File: config.mk
export PLATFORM = sky130hd
export DESIGN_NAME = ocaq_top
export DESIGN_NICKNAME = d
export VERILOG_FILES = /design/src/include/ocaq_pkg.sv /design/src/hw/ocaq_window.sv /design/src/hw/ocaq_top.sv
export SDC_FILE = /design/constraint.sdc
export NUM_CORES = 1
export LEC_CHECK = 0
export ABC_AREA = 0
export BUFFER_PORTS_ARGS = -buffer_cell sky130_fd_sc_hd__buf_2
export CAP_MARGIN = 20
export CORE_MARGIN = 2
export CORE_UTILIZATION = 45
export CTS_BUF_LIST = sky130_fd_sc_hd__clkbuf_4 sky130_fd_sc_hd__clkbuf_8
export DETAILED_ROUTE_END_ITERATION = 12
export PLACE_DENSITY = 0.66
export SYNTH_ARGS = -nofsm -noshare
export SYNTH_HDL_FRONTEND = slang
export SYNTH_HIERARCHICAL = 1
export SYNTH_SLANG_ARGS = --single-unit
File: constraint.sdc
create_clock -name ref_clk -period 18.2 [get_ports ref_clk]
set_clock_uncertainty 0.15 [all_clocks]
set_input_delay 1.82 -clock ref_clk [delete_from_list [all_inputs] [get_ports ref_clk]]
set_output_delay 1.82 -clock ref_clk [all_outputs]
set_load 0.01 [all_outputs]
File: src/include/ocaq_pkg.sv
// Purpose: shared constants and types for the overcurrent alert qualifier
// Assumes: 200 MHz ref_clk
// Notes:   sense and limit values are unsigned microvolt codes
package ocaq_pkg;

  localparam int unsigned CLK_MHZ         = 200;
  localparam int unsigned WINDOW_US       = 10;
  localparam int unsigned WINDOW_CYCLES   = WINDOW_US * CLK_MHZ;
  localparam int unsigned CNT_W           = 12;
  localparam int unsigned VAL_W           = 20;
  localparam int unsigned ACC_W           = 32;
  localparam logic [VAL_W-1:0] NOISE_OFFSET_UV = 20'h0_01F4;
  localparam logic [3:0]  RUN_MID         = 4'h5;
  localparam logic [3:0]  RUN_LONG        = 4'hA;
  localparam logic [3:0]  RUN_SHORT       = 4'h1;

  // three-state select: floating, ground, supply
  typedef enum logic [1:0] {
    OCAQ_SEL_10US,
    OCAQ_SEL_50US,
    OCAQ_SEL_100US
  } ocaq_sel_t;

  typedef struct packed {
    logic       pull_up;
    logic       pull_down;
  } ocaq_sense3_t;

endpackage : ocaq_pkg

File: src/hw/ocaq_window.sv
// Purpose: free-running comparison window with input averaging
// Assumes: sense_uv already synchronous to ref_clk
// Notes:   average compared as sum against limit times window length
`timescale 1ns/1ps
module ocaq_window
(
  input  wire logic                     ref_clk,
  input  wire logic                     reset,
  input  wire logic [ocaq_pkg::VAL_W-1:0] sense_uv,
  input  wire logic [ocaq_pkg::VAL_W-1:0] limit_uv,
  output logic                          win_end_r,
  output logic                          over_r
);

  localparam logic [ocaq_pkg::CNT_W-1:0] LAST = ocaq_pkg::CNT_W'(ocaq_pkg::WINDOW_CYCLES - 1);

  logic [ocaq_pkg::CNT_W-1:0] cnt_r;
  logic [ocaq_pkg::CNT_W-1:0] cnt_nxt;
  logic [ocaq_pkg::ACC_W-1:0] acc_r;
  logic [ocaq_pkg::ACC_W-1:0] acc_nxt;
  logic [ocaq_pkg::ACC_W-1:0] sum;
  logic [ocaq_pkg::ACC_W-1:0] lim_sum;
  logic                       win_end_nxt;
  logic                       over_nxt;

  // window never aligns to the input: runs from reset regardless
  always_comb
  begin
    sum         = acc_r + ocaq_pkg::ACC_W'(sense_uv);
    lim_sum     = ocaq_pkg::ACC_W'(limit_uv) * ocaq_pkg::ACC_W'(ocaq_pkg::WINDOW_CYCLES);
    win_end_nxt = (cnt_r == LAST);
    over_nxt    = over_r;
    cnt_nxt     = cnt_r + 1'b1;
    acc_nxt     = sum;
    if (cnt_r == LAST)
    begin
      cnt_nxt  = '0;
      acc_nxt  = '0;
      over_nxt = (sum > lim_sum);
    end
  end

  always_ff @(posedge ref_clk)
  begin
    if (reset)
    begin
      cnt_r     <= '0;
      acc_r     <= '0;
      win_end_r <= 1'b0;
      over_r    <= 1'b0;
    end
    else
    begin
      cnt_r     <= cnt_nxt;
      acc_r     <= acc_nxt;
      win_end_r <= win_end_nxt;
      over_r    <= over_nxt;
    end
  end

endmodule : ocaq_window

File: src/hw/ocaq_top.sv
// Purpose: qualify overcurrent alerts over consecutive comparison windows
// Assumes: select and hold pins are asynchronous; sense and limit codes are synchronous
// Notes:   alert is open-drain, oe low drives the pin low
`timescale 1ns/1ps
module ocaq_top
(
  input  wire logic                       ref_clk,
  input  wire logic                       reset,
  input  wire logic [ocaq_pkg::VAL_W-1:0] sense_uv,
  input  wire logic [ocaq_pkg::VAL_W-1:0] limit_uv,
  input  wire ocaq_pkg::ocaq_sense3_t     delay_sel,
  input  wire logic                       hold_sel,
  output logic                            alert_n_o,
  output logic                            alert_n_oe,
  output logic                            overcurrent_r
);

  // delay_sel.pull_up: pin reads high with weak pull-up; pull_down: reads high with weak pull-down
  ocaq_pkg::ocaq_sense3_t sel_s1_r;
  ocaq_pkg::ocaq_sense3_t sel_s2_r;
  logic                   hold_s1_r;
  logic                   hold_s2_r;
  ocaq_pkg::ocaq_sel_t    mode_r;
  ocaq_pkg::ocaq_sel_t    mode_nxt;
  logic                   latch_r;
  logic                   latch_nxt;
  logic [3:0]             run_r;
  logic [3:0]             run_nxt;
  logic [3:0]             need;
  logic                   alert_r;
  logic                   alert_nxt;
  logic [ocaq_pkg::VAL_W-1:0] eff_limit;
  logic                   win_end;
  logic                   over;

  ocaq_window u_window
  (
    .ref_clk   (ref_clk),
    .reset     (reset),
    .sense_uv  (sense_uv),
    .limit_uv  (eff_limit),
    .win_end_r (win_end),
    .over_r    (over)
  );

  always_comb
  begin
    // floating pin follows the pull, driven pin ignores it
    if (sel_s2_r.pull_up && !sel_s2_r.pull_down)
      mode_nxt = ocaq_pkg::OCAQ_SEL_10US;
    else if (sel_s2_r.pull_up)
      mode_nxt = ocaq_pkg::OCAQ_SEL_100US;
    else
      mode_nxt = ocaq_pkg::OCAQ_SEL_50US;
    latch_nxt = hold_s2_r;
    // limit code is the trip level; in 10 us mode only, a noise term lowers the effective limit when the limit is above it
    if (mode_r == ocaq_pkg::OCAQ_SEL_10US && limit_uv > ocaq_pkg::NOISE_OFFSET_UV)
      eff_limit = limit_uv - ocaq_pkg::NOISE_OFFSET_UV;
    else
      eff_limit = limit_uv;
    case (mode_r)
      ocaq_pkg::OCAQ_SEL_10US:  need = ocaq_pkg::RUN_SHORT;
      ocaq_pkg::OCAQ_SEL_50US:  need = ocaq_pkg::RUN_MID;
      ocaq_pkg::OCAQ_SEL_100US: need = ocaq_pkg::RUN_LONG;
      default:                  need = ocaq_pkg::RUN_SHORT;
    endcase
  end

  // window result is used one cycle after win_end pulse; over was updated together with the pulse and holds
  logic win_seen_r;
  logic trip;

  always_comb
  begin
    run_nxt   = run_r;
    alert_nxt = alert_r;
    trip      = win_seen_r && over && (run_r + 4'h1 >= need);
    if (win_seen_r)
    begin
      if (over)
      begin
        run_nxt = (run_r >= need) ? need : run_r + 4'h1;
        if (trip)
          alert_nxt = 1'b1;
      end
      else
      begin
        run_nxt = 4'h0;
        if (!latch_r)
          alert_nxt = 1'b0;
      end
    end
    // latch cleared by a low level on the hold select; a trip in the same cycle wins
    if (latch_r && !hold_s2_r && !trip)
      alert_nxt = 1'b0;
  end

  always_ff @(posedge ref_clk)
  begin
    if (reset)
    begin
      sel_s1_r   <= '0;
      sel_s2_r   <= '0;
      hold_s1_r  <= 1'b0;
      hold_s2_r  <= 1'b0;
      mode_r     <= ocaq_pkg::OCAQ_SEL_10US;
      latch_r    <= 1'b0;
      run_r      <= 4'h0;
      alert_r    <= 1'b0;
      win_seen_r <= 1'b0;
      alert_n_o  <= 1'b0;
      alert_n_oe <= 1'b1;
      overcurrent_r <= 1'b0;
    end
    else
    begin
      sel_s1_r   <= delay_sel;
      sel_s2_r   <= sel_s1_r;
      hold_s1_r  <= hold_sel;
      hold_s2_r  <= hold_s1_r;
      mode_r     <= mode_nxt;
      latch_r    <= latch_nxt;
      run_r      <= run_nxt;
      alert_r    <= alert_nxt;
      win_seen_r <= win_end;
      alert_n_o  <= 1'b0;
      alert_n_oe <= ~alert_nxt;
      overcurrent_r <= alert_nxt;
    end
  end
endmodule : ocaq_top

# After elaboration in Yosys (flattened, before gate mapping)
# Cells that the tools add are included.
dict set report classes {
  n_mul 1
  addsub 4
  n_bitwise 1
  eq_ne 3
  n_reduce_logical 12
  magnitude_cmp 4
  n_mux 10
}
# cell count
set op_table {}
lappend op_table {{32-bit by 20-bit adder with 32-bit output} 1}
lappend op_table {{32-bit by 31-bit greater-than comparator with 1-bit output} 1}
lappend op_table {{20-bit by 7-bit multiplier with 27-bit output (second input constant)} 1}
lappend op_table {{20-bit by 9-bit greater-than comparator with 1-bit output (second input constant)} 1}
lappend op_table {{20-bit two-way mux} 1}
lappend op_table {{20-bit by 9-bit subtractor with 20-bit output (second input constant)} 1}
lappend op_table {{12-bit by 1-bit adder with 12-bit output (second input constant)} 1}
lappend op_table {{12-bit by 11-bit == test with 1-bit output (second input constant)} 1}
lappend op_table {{4-bit >= comparator} 2}
lappend op_table {{4-bit two-way mux} 2}
lappend op_table {{4-bit one-hot mux with 2 select lines} 1}
lappend op_table {{1-bit logical AND} 6}
lappend op_table {{1-bit two-way mux} 5}
lappend op_table {{4-bit by 1-bit adder with 4-bit output (second input constant)} 1}
lappend op_table {{2-bit OR reduction} 2}
lappend op_table {{1-bit logical NOT} 3}
lappend op_table {{2-bit by 1-bit == test with 1-bit output (second input constant)} 1}
lappend op_table {{2-bit == test (second input constant)} 1}
lappend op_table {{2-bit logical NOT} 1}
lappend op_table {{2-bit two-way mux} 1}
lappend op_table {{1-bit NOT} 1}
dict set report word_totals {
  word_cells 51
  in_bits 45
  ff_bits 62
  output_inout_bits 3
}

# Depth between registers and ports, before layout
# Gate-level depths: netlist of run 1.
dict set report depth {
  depth_word 9
  mapped_depth 33
  mapped_depth_nobuf 32
}

# Cells and area by module
# The synthesis of run 1 kept the hierarchy.
# module cells_each area_each_um2 seq_area_each_um2 instances
set by_module_without_submodules {}
lappend by_module_without_submodules {ocaq_window 732 6636.4 920.9 1}
lappend by_module_without_submodules {ocaq_top 141 1188.6 320.3 1}

# Least setup slack after synthesis of run 1
# No wires, ideal clock.
dict set report synth_path {
  kind {in2reg}
  from {input limit_uv[15] (netlist name)}
  to {register u_window.over_r}
  setup_slack_ps 9292
  arrival_ps 8610
  setup_ps 148
  required_ps 17902
  stages 32
  path_buffers 1
  cell_sequence {or4_4 -> or3_4 -> o21ai_2 -> buf_6 -> nor2_1 -> xor2_1 -> inv_1 -> fa_1 -> fa_1 -> inv_1 -> fa_1 -> inv_1 -> fa_1 -> inv_1 -> ha_1 -> and3_1 -> nor3b_1 -> nor2_1 -> a21boi_1 -> a221oi_2 -> o2111ai_1 -> a21oi_1 -> xor2_1 -> ha_1 -> a2111oi_0 -> o21ai_0 -> nor2_1 -> nand3_1 -> a31oi_1 -> o21ai_0 -> nand4b_1 -> a311oi_2}
}
dict set report synth_via {
  elab_chain_cells 5
  elab_cells_between_ends 6
  classes_between {1 x add/sub; 1 x mul; 2 x order compare; 1 x mux; 1 x reduce/logical}
}
# item line
set synth_rtl {}
lappend synth_rtl {{start, declared} ocaq_top.sv:10} ;# input wire logic [ocaq_pkg::VAL_W-1:0] limit_uv,
lappend synth_rtl {{20-bit by 9-bit greater-than comparator with 1-bit output} ocaq_top.sv:57} ;# if (mode_r == ocaq_pkg::OCAQ_SEL_10US && limit_uv > ocaq_pkg::NOISE_OFFSET_UV)
lappend synth_rtl {{1-bit logical AND} ocaq_top.sv:57}
lappend synth_rtl {{20-bit two-way mux} ocaq_top.sv:57}
lappend synth_rtl {{via eff_limit (one bit)} ocaq_top.sv:32} ;# logic [ocaq_pkg::VAL_W-1:0] eff_limit;
lappend synth_rtl {{20-bit by 7-bit multiplier with 27-bit output} ocaq_window.sv:30} ;# lim_sum = ocaq_pkg::ACC_W'(limit_uv) * ocaq_pkg::ACC_W'(ocaq_pkg::WINDOW_CYCLES);
lappend synth_rtl {{32-bit by 31-bit greater-than comparator with 1-bit output} ocaq_window.sv:39} ;# over_nxt = (sum > lim_sum);
lappend synth_rtl {{end signal, assigned} ocaq_window.sv:57} ;# over_r <= over_nxt;
lappend synth_rtl {{end, declared} ocaq_window.sv:12} ;# output logic over_r
# The timed path passes the listed nets, and every way through them passes these cells.
# A chain may end at the register's enable or synchronous reset.

# Final worst setup path of run 1
# Ends and elaborated chain as after synthesis.

==> impl_metrics.ini, run 1 <==
[cells_and_area]
area_delta_synth_final_pct = 8.14
num-fill-cells = 1683
multi_input_area_sq_um = 6070
mostFrequentLayoutCells = inv_1, ha_1, fa_1, dfxtp_1, nor2_1
drive_above_1_share_pct = 9.00
nets = 1152
seq_area_sq_um = 1240
mostFrequentLayoutCell = inv_1
diodes = 0

[routing]
dr.pass1.iters = 4
drt_iter0_drc = 251
routed-via-count = 5888
routed_via_density = 5.13
drtAntennaViolNets = 0
drc = 0
totalWireLength_microns = 15700
wl_per_cell_microns = 13.7

[yosys]
synthDistinctLibCells = 69
yosysSeqAreaShare_pct = 15.9
async_reset_ff_share_pct = 0
synth_top_flop_cell = dfxtp_1
ys_seq_elements = 62
yosysWarnings = 6
synth_nets = 1108
synthesis.area_sq_um = 7830
syn_avg_cell_area_sq_um = 8.96
synth-edff-count = 0
synthCells = 873

[global_routing]
antenna_found_initial = 0
grt_use_total_pct = 17.9
grt_overflow = 0
grt_pass1_wl_microns = 26900
grt_max_degree = 27
grt_pass1_vias = 5800

[sta]
fin_crit_ns = 9.53
rsz0062_at_grt = false
finalCritPeriodShare_pct = 52.3
worstMarginPinSlew_ns = 0.906
drv_slew = 0
setup_violations = 0
hold_violations = 0
setup-tns-final_ns = 0
max_freq_mhz = 105
whs_ns = 0.279
relSlewSlack_pct = 39.5

[floorplan]
core_sq_um = 17200
pin_count = 48
die_w_microns = 136
die_h_microns = 136
initial_core_util_pct = 45.6
design.die.area_sq_um = 18500
rows = 48

[critical_path]
start_kind = input port
reg2reg_depth = 28
critical_path_class = input port to register
required_ns = 18.24
cpMaxStageDelayCell = fa_1
reg2reg_to = u_window/over_r
crit_top_cell = fa_1
r2r_slack_ns = 10.33
r2r_start = mode_r[0]
crit_fanout = 14
endpoint_kind = register
cp.arrival_ns = 9.56
cpPeakStageDelay_ns = 0.57

[min_path]
worstHoldPathCells = 1
hold_class = register to register
holdPathEnd = mode_r[0]
holdCritStartpoint = sel_s2_r[1]

[clock_tree]
path_clk_slew_ns = 0.07
root_buffer = clkbuf_8
htreeDepth = 3
postCtsResizedCells = 0
cts_tree = done
cts_num_sinks = 62
cts_buffers = 9
clockBufferDepth = 2
worstSkewPairLatency_ns = 0.35
post_cts_buffers = 0
cts_hold_buf = 0

[placed_design]
hpwl_microns = 13200
port_buffers = 46
place_congestion = 0.856

[outcome]
run_status = completed

[flow_run]
maxCapViolations = 0
-- synthesized netlist by cell type, types with 3 or more instances --
master / count / area share [%]
a31oi_1: 5 / 0.40
o21a_1: 8 / 0.77
nand3_1: 25 / 1.6
nand2b_1: 13 / 1.0
a211oi_1: 5 / 0.48
o21ai_0: 33 / 2.1
fa_1: 71 / 18
mux2i_1: 4 / 0.51
and4_1: 3 / 0.34
xnor2_1: 32 / 3.6
a21oi_1: 43 / 2.8
nor4_1: 6 / 0.48
clkbuf_1: 9 / 0.43
nor3_1: 7 / 0.45
xor2_2: 3 / 0.62
or3_1: 6 / 0.48
ha_1: 119 / 19
nor2b_1: 14 / 1.1
o2111ai_1: 3 / 0.34
xor2_1: 42 / 4.7
nand4_1: 12 / 0.96
and3_1: 13 / 1.0
a2111oi_0: 4 / 0.45
inv_1: 120 / 5.8
nor2_1: 52 / 2.5
o21bai_1: 10 / 0.96
or2_2: 3 / 0.24
dfxtp_1: 62 / 16
nand2_1: 42 / 2.0
and2_1: 28 / 2.2
o211ai_1: 6 / 0.58
o21ai_1: 5 / 0.32
a21o_1: 19 / 1.8
a21boi_0: 3 / 0.29
-- how the worst max path moves through the flow --
| stage | startpoint | endpoint | slack, ns | depth (start not counted) |
|---|---|---|---|---|
| after floorplan | limit_uv[15] | u_window/over_r | 9.29 | 32 |
| after global placement | limit_uv[15] | u_window/over_r | 8.38 | 32 |
| after detailed placement | limit_uv[15] | u_window/over_r | 8.30 | 32 |
| after CTS | limit_uv[15] | u_window/over_r | 8.67 | 32 |
| after global routing | limit_uv[18] | u_window/over_r | 7.89 | 30 |
| final | limit_uv[15] | u_window/over_r | 8.67 | 30 |
-- worst max-delay path: cells and delay by family --
| kind | cells | cell delay (ns) |
|---|---|---|
| AOI/OAI and AO/OA | 13 | 2.77 |
| adders and majority gates | 6 | 2.64 |
| buffers and inverters | 3 | 0.36 |
| and+or+nand+nor | 6 | 1.39 |
| xor gates and xnor gates | 2 | 0.55 |
-- state kept, by name (all words and copies together), names as in the netlist --
signal,flops
alert_n_oe,1
alert_r,1
hold_s1_r,1
hold_s2_r,1
latch_r,1
mode_r,2
run_r,4
sel_s1_r,2
sel_s2_r,2
u_window/acc_r,32
u_window/cnt_r,12
u_window/over_r,1
u_window/win_end_r,1
win_seen_r,1
-- final cells by class --
type	instances	area share, %
clock buffer	12	1.80
clock inverter	4	0.384
inverter	120	5.32
multi-input combinational	678	71.8
sequential	62	14.7
tap	225	3.33
timing repair buffer	46	2.72
-- metal layers --
| layer | global-route usage [%] | wire length, microns | part of all wire (%) |
|---|---|---|---|
| met5 | 0 | 0 | 0 |
| met4 | 4.22 | 149 | 0.95 |
| met1 | 25.0 | 7980 | 51 |
| met2 | 30.3 | 7190 | 46 |
| met3 | 1.57 | 341 | 2.2 |
-- through the flow --
| step | setup slack [ns] | util (%) | area [sq um] | instances |
|---|---|---|---|---|
| finish | 8.67 | 49.3 | 8460 | 1147 |
| global route | 7.89 | 49.3 | 8460 | 1147 |
| CTS | 8.67 | 49.3 | 8460 | 1147 |
| detailed placement | 8.30 | 48.2 | 8280 | 1131 |
| global placement | 8.38 | 48.2 | 8280 | 1131 |
| floorplan | 9.29 | - | 7830 | 873 |
-- cells by family (layout without fill, tap and decap cells) --
group	Yosys count	after routing	synth area share, %
AND/OR/NAND/NOR	238	238	16.3
flip-flops	62	62	15.9
adder cells (fa/ha/maj)	190	190	37.2
multiplexers	4	4	0.512
buffers and inverters	133	182	6.56
AO/OA/AOI/OAI	168	168	14.6
XOR/XNOR	77	77	8.91
other	1	1	0.0479
Power of run 1 is left out: the tool's default activity adds up to more than one toggle a clock period on the data nets, which glitch-free logic cannot reach.
==> run 2: changes to the inputs <==
Clock period 18.2 ns to 9.4 ns, I/O delays scaled along.
==> impl_metrics.ini, run 2 (synthesized netlist as in run 1, its figures left out) <==
[clock_tree]
cts_hold_buf = 0
cts_tree = done
postCtsResizedCells = 0
worstSkewPairLatency_ns = 0.35
path_clk_slew_ns = 0.08
cts_buffers = 9
root_buffer = clkbuf_8
clockBufferDepth = 2
htreeDepth = 3
post_cts_buffers = 0
cts_num_sinks = 62

[global_routing]
grt_use_total_pct = 17.8
grt_pass1_wl_microns = 26500
grt_max_degree = 27
antenna_found_initial = 0
grt_pass1_vias = 5838
grt_overflow = 0

[cells_and_area]
drive_above_1_share_pct = 9.59
mostFrequentLayoutCell = inv_1
num-fill-cells = 1728
nets = 1158
mostFrequentLayoutCells = inv_1, ha_1, fa_1, dfxtp_1, nor2_1
multi_input_area_sq_um = 6070
top_regs = u_window/acc_r x32, u_window/cnt_r x12, run_r x4
seq_area_sq_um = 1240
largest_reg_flops = 32
largest-register = u_window/acc_r
area_delta_synth_final_pct = 8.59

[critical_path]
r2r_slack_ns = 1.73
critical_path_class = input port to register
required_ns = 9.44
cpPeakStageDelay_ns = 0.55
cpMaxStageDelayCell = or4_4
cp.arrival_ns = 8.52
crit_fanout = 14
endpoint_kind = register
start_kind = input port

[floorplan]
die_w_microns = 136
initial_core_util_pct = 45.6
pin_count = 48
design.die.area_sq_um = 18500
die_h_microns = 136
rows = 48
core_sq_um = 17200

[placed_design]
place_congestion = 0.865
hpwl_microns = 13300
port_buffers = 46
place_ws_ns = 0.546

[routing]
drc = 0
wl_per_cell_microns = 13.6
drt_iter0_drc = 280
routed-via-count = 5950
totalWireLength_microns = 15700
routed_via_density = 5.16
drtAntennaViolNets = 0
dr.pass1.iters = 5

[min_path]
hold_class = register to register

[sta]
worstMarginPinSlew_ns = 0.906
relSlewSlack_pct = 39.6
fin_crit_ns = 8.47
hold_violations = 0
max_freq_mhz = 118
rsz0062_at_grt = false
setup-tns-final_ns = 0
setup_slack_ns = 0.927
drv_slew = 0
setup_violations = 0
finalCritPeriodShare_pct = 90.1

[flow_run]
maxCapViolations = 0

[outcome]
run_status = completed
[run 2: changes by cell type in the layout (fill, tap and decap cells not counted), sizes merged]
cell / change
buf: +6
clkbuf: -3
clkinv: +3
clkinvlp: -1
diode: +1
inv: +1
[run 2: path summary, 6_finish.rpt]
kind | endpoint | depth (start not counted) | startpoint
worst max-delay path | u_window/over_r | 32 | limit_uv[15]
worst min-delay path | mode_r[0] | 1 | sel_s2_r[1]
worst max register to register | u_window/over_r | 29 | mode_r[0]
worst min register to register | mode_r[0] | 1 | sel_s2_r[1]
[run 2: cell type report]
cell class / count / share of cell area, %
multi-input combinational: 678 / 71.5
sequential: 62 / 14.6
inverter: 120 / 5.30
tap: 225 / 3.31
timing repair buffer: 52 / 3.24
clock buffer: 9 / 1.46
clock inverter: 7 / 0.574
antenna: 1 / 0.0295
[run 2: worst max-delay path, delay by kind of cell]
kind / cells / cell delay [ns]
and+or+nand+nor: 9 / 1.71
adders and majority gates: 6 / 2.56
xor gates and xnor gates: 2 / 0.37
AOI/OAI and AO/OA: 10 / 2.45
buffers and inverters: 5 / 0.46
[run 2: layer usage]
layer / routed length [microns] / share of wire, % / global-route usage [%]
met5: 0 / 0 / 0
met4: 146 / 0.93 / 3.65
met3: 455 / 2.9 / 2.13
met2: 7320 / 47 / 30.4
met1: 7750 / 49 / 24.4
[run 2: per-stage QoR]
stage	instance area (sq um)	utilization (%)	instances	hold WS, ns
4_1_cts	8490	49.5	1153	0.280
5_1_grt	8490	49.5	1153	0.312
3_3_place_gp	8320	48.4	1137	0.267
6_report	8500	49.5	1154	0.286
3_5_place_dp	8320	48.4	1137	0.261
2_1_floorplan	7830	-	873	0.242
Power of run 2 is left out for the same reason.
==> run 3: changes to the inputs <==
Settings changed: CORE_UTILIZATION 45 to 30, CTS_BUF_LIST sky130_fd_sc_hd__clkbuf_4 sky130_fd_sc_hd__clkbuf_8 to sky130_fd_sc_hd__clkbuf_8, PLACE_DENSITY 0.66 to 0.49.
==> impl_metrics.ini, run 3 (synthesized netlist as in run 1, its figures left out) <==
[clock_tree]
clockBufferDepth = 2
cts_tree = done
cts_num_sinks = 62
postCtsResizedCells = 0
cts_hold_buf = 0
post_cts_buffers = 0
cts_buffers = 9
worstSkewPairLatency_ns = 0.35
root_buffer = clkbuf_8
path_clk_slew_ns = 0.08
htreeDepth = 3

[global_routing]
grt_pass1_wl_microns = 28700
grt_use_total_pct = 13.0
grt_max_degree = 27
grt_overflow = 0
antenna_found_initial = 0
grt_pass1_vias = 5981

[routing]
drtAntennaViolNets = 0
drt_iter0_drc = 243
routed-via-count = 5911
totalWireLength_microns = 17100
wl_per_cell_microns = 13.5
routed_via_density = 4.67
drc = 0
dr.pass1.iters = 4

[critical_path]
crit_top_cell = fa_1
start_kind = input port
cpMaxStageDelayCell = fa_1
required_ns = 9.44
reg2reg_depth = 29
endpoint_kind = register
crit_fanout = 14
cp-startpoint = limit_uv[15]
cp.depth = 30
cp_top_family = compound AO/OA/AOI/OAI gates
cpPeakStageDelay_ns = 0.56
critical_path_class = input port to register
r2r_start = mode_r[0]
crit_buf_inv = 3
cp.arrival_ns = 8.63

[floorplan]
core_sq_um = 25800
die_w_microns = 166
rows = 59
design.die.area_sq_um = 27400
pin_count = 48
initial_core_util_pct = 30.3
die_h_microns = 166

[min_path]
worstHoldPathCells = 1
holdCritStartpoint = sel_s2_r[1]
hold_class = register to register

[cells_and_area]
diodes = 0
largest_reg_flops = 32
area_delta_synth_final_pct = 10.9
mostFrequentLayoutCells = inv_1, ha_1, fa_1, dfxtp_1, nor2_1
mostFrequentLayoutCell = inv_1
drive_above_1_share_pct = 9.88
largest-register = u_window/acc_r
nets = 1161
top_regs = u_window/acc_r x32, u_window/cnt_r x12, run_r x4

[sta]
max_freq_mhz = 116
setup_violations = 0
setup-tns-final_ns = 0
drv_slew = 0
fin_crit_ns = 8.60
finalCritPeriodShare_pct = 91.4
worstMarginPinSlew_ns = 0.962
relSlewSlack_pct = 35.8
rsz0062_at_grt = false
hold_violations = 0

[placed_design]
hpwl_microns = 14800
port_buffers = 46
place_congestion = 0.838

[outcome]
run_status = completed

[flow_run]
maxCapViolations = 0
run 3: path summary, 6_finish.rpt:
kind	endpoint	slack (ns)
min reg2reg	mode_r[0]	0.27
max reg2reg	u_window/over_r	1.64
min	mode_r[0]	0.27
max	u_window/over_r	0.80
run 3: metrics by stage:
stage	setup WS, ns	hold WS, ns	util (%)	area, sq um	instances
6_report	0.804	0.273	33.6	8680	1266
5_1_grt	0.322	0.294	33.6	8680	1266
3_3_place_gp	0.559	0.262	32.8	8480	1250
2_1_floorplan	1.37	0.242	-	7830	873
4_1_cts	0.817	0.273	33.6	8680	1266
3_5_place_dp	0.454	0.259	32.8	8480	1250
run 3: area by class of cell:
type | instances | area [sq um]
multi-input cells | 678 | 6070
clock buffers | 9 | 124
repair buffers | 55 | 298
well taps | 335 | 419
clock inverters | 7 | 73.8
fillers | 2730 | 17200
inverters | 120 | 450
flip-flops and latches | 62 | 1240
run 3: per-layer routing:
metal / share of wire (%) / vias up / wire length, microns / GRT usage [%]
li1: - / 3078 / - / -
met1: 50 / 2735 / 8610 / 18.2
met2: 45 / 83 / 7740 / 21.7
met3: 3.4 / 15 / 583 / 1.57
met4: 1.2 / 0 / 197 / 2.47
met5: 0 / - / 0 / 0
Power of run 3 is left out for the same reason.
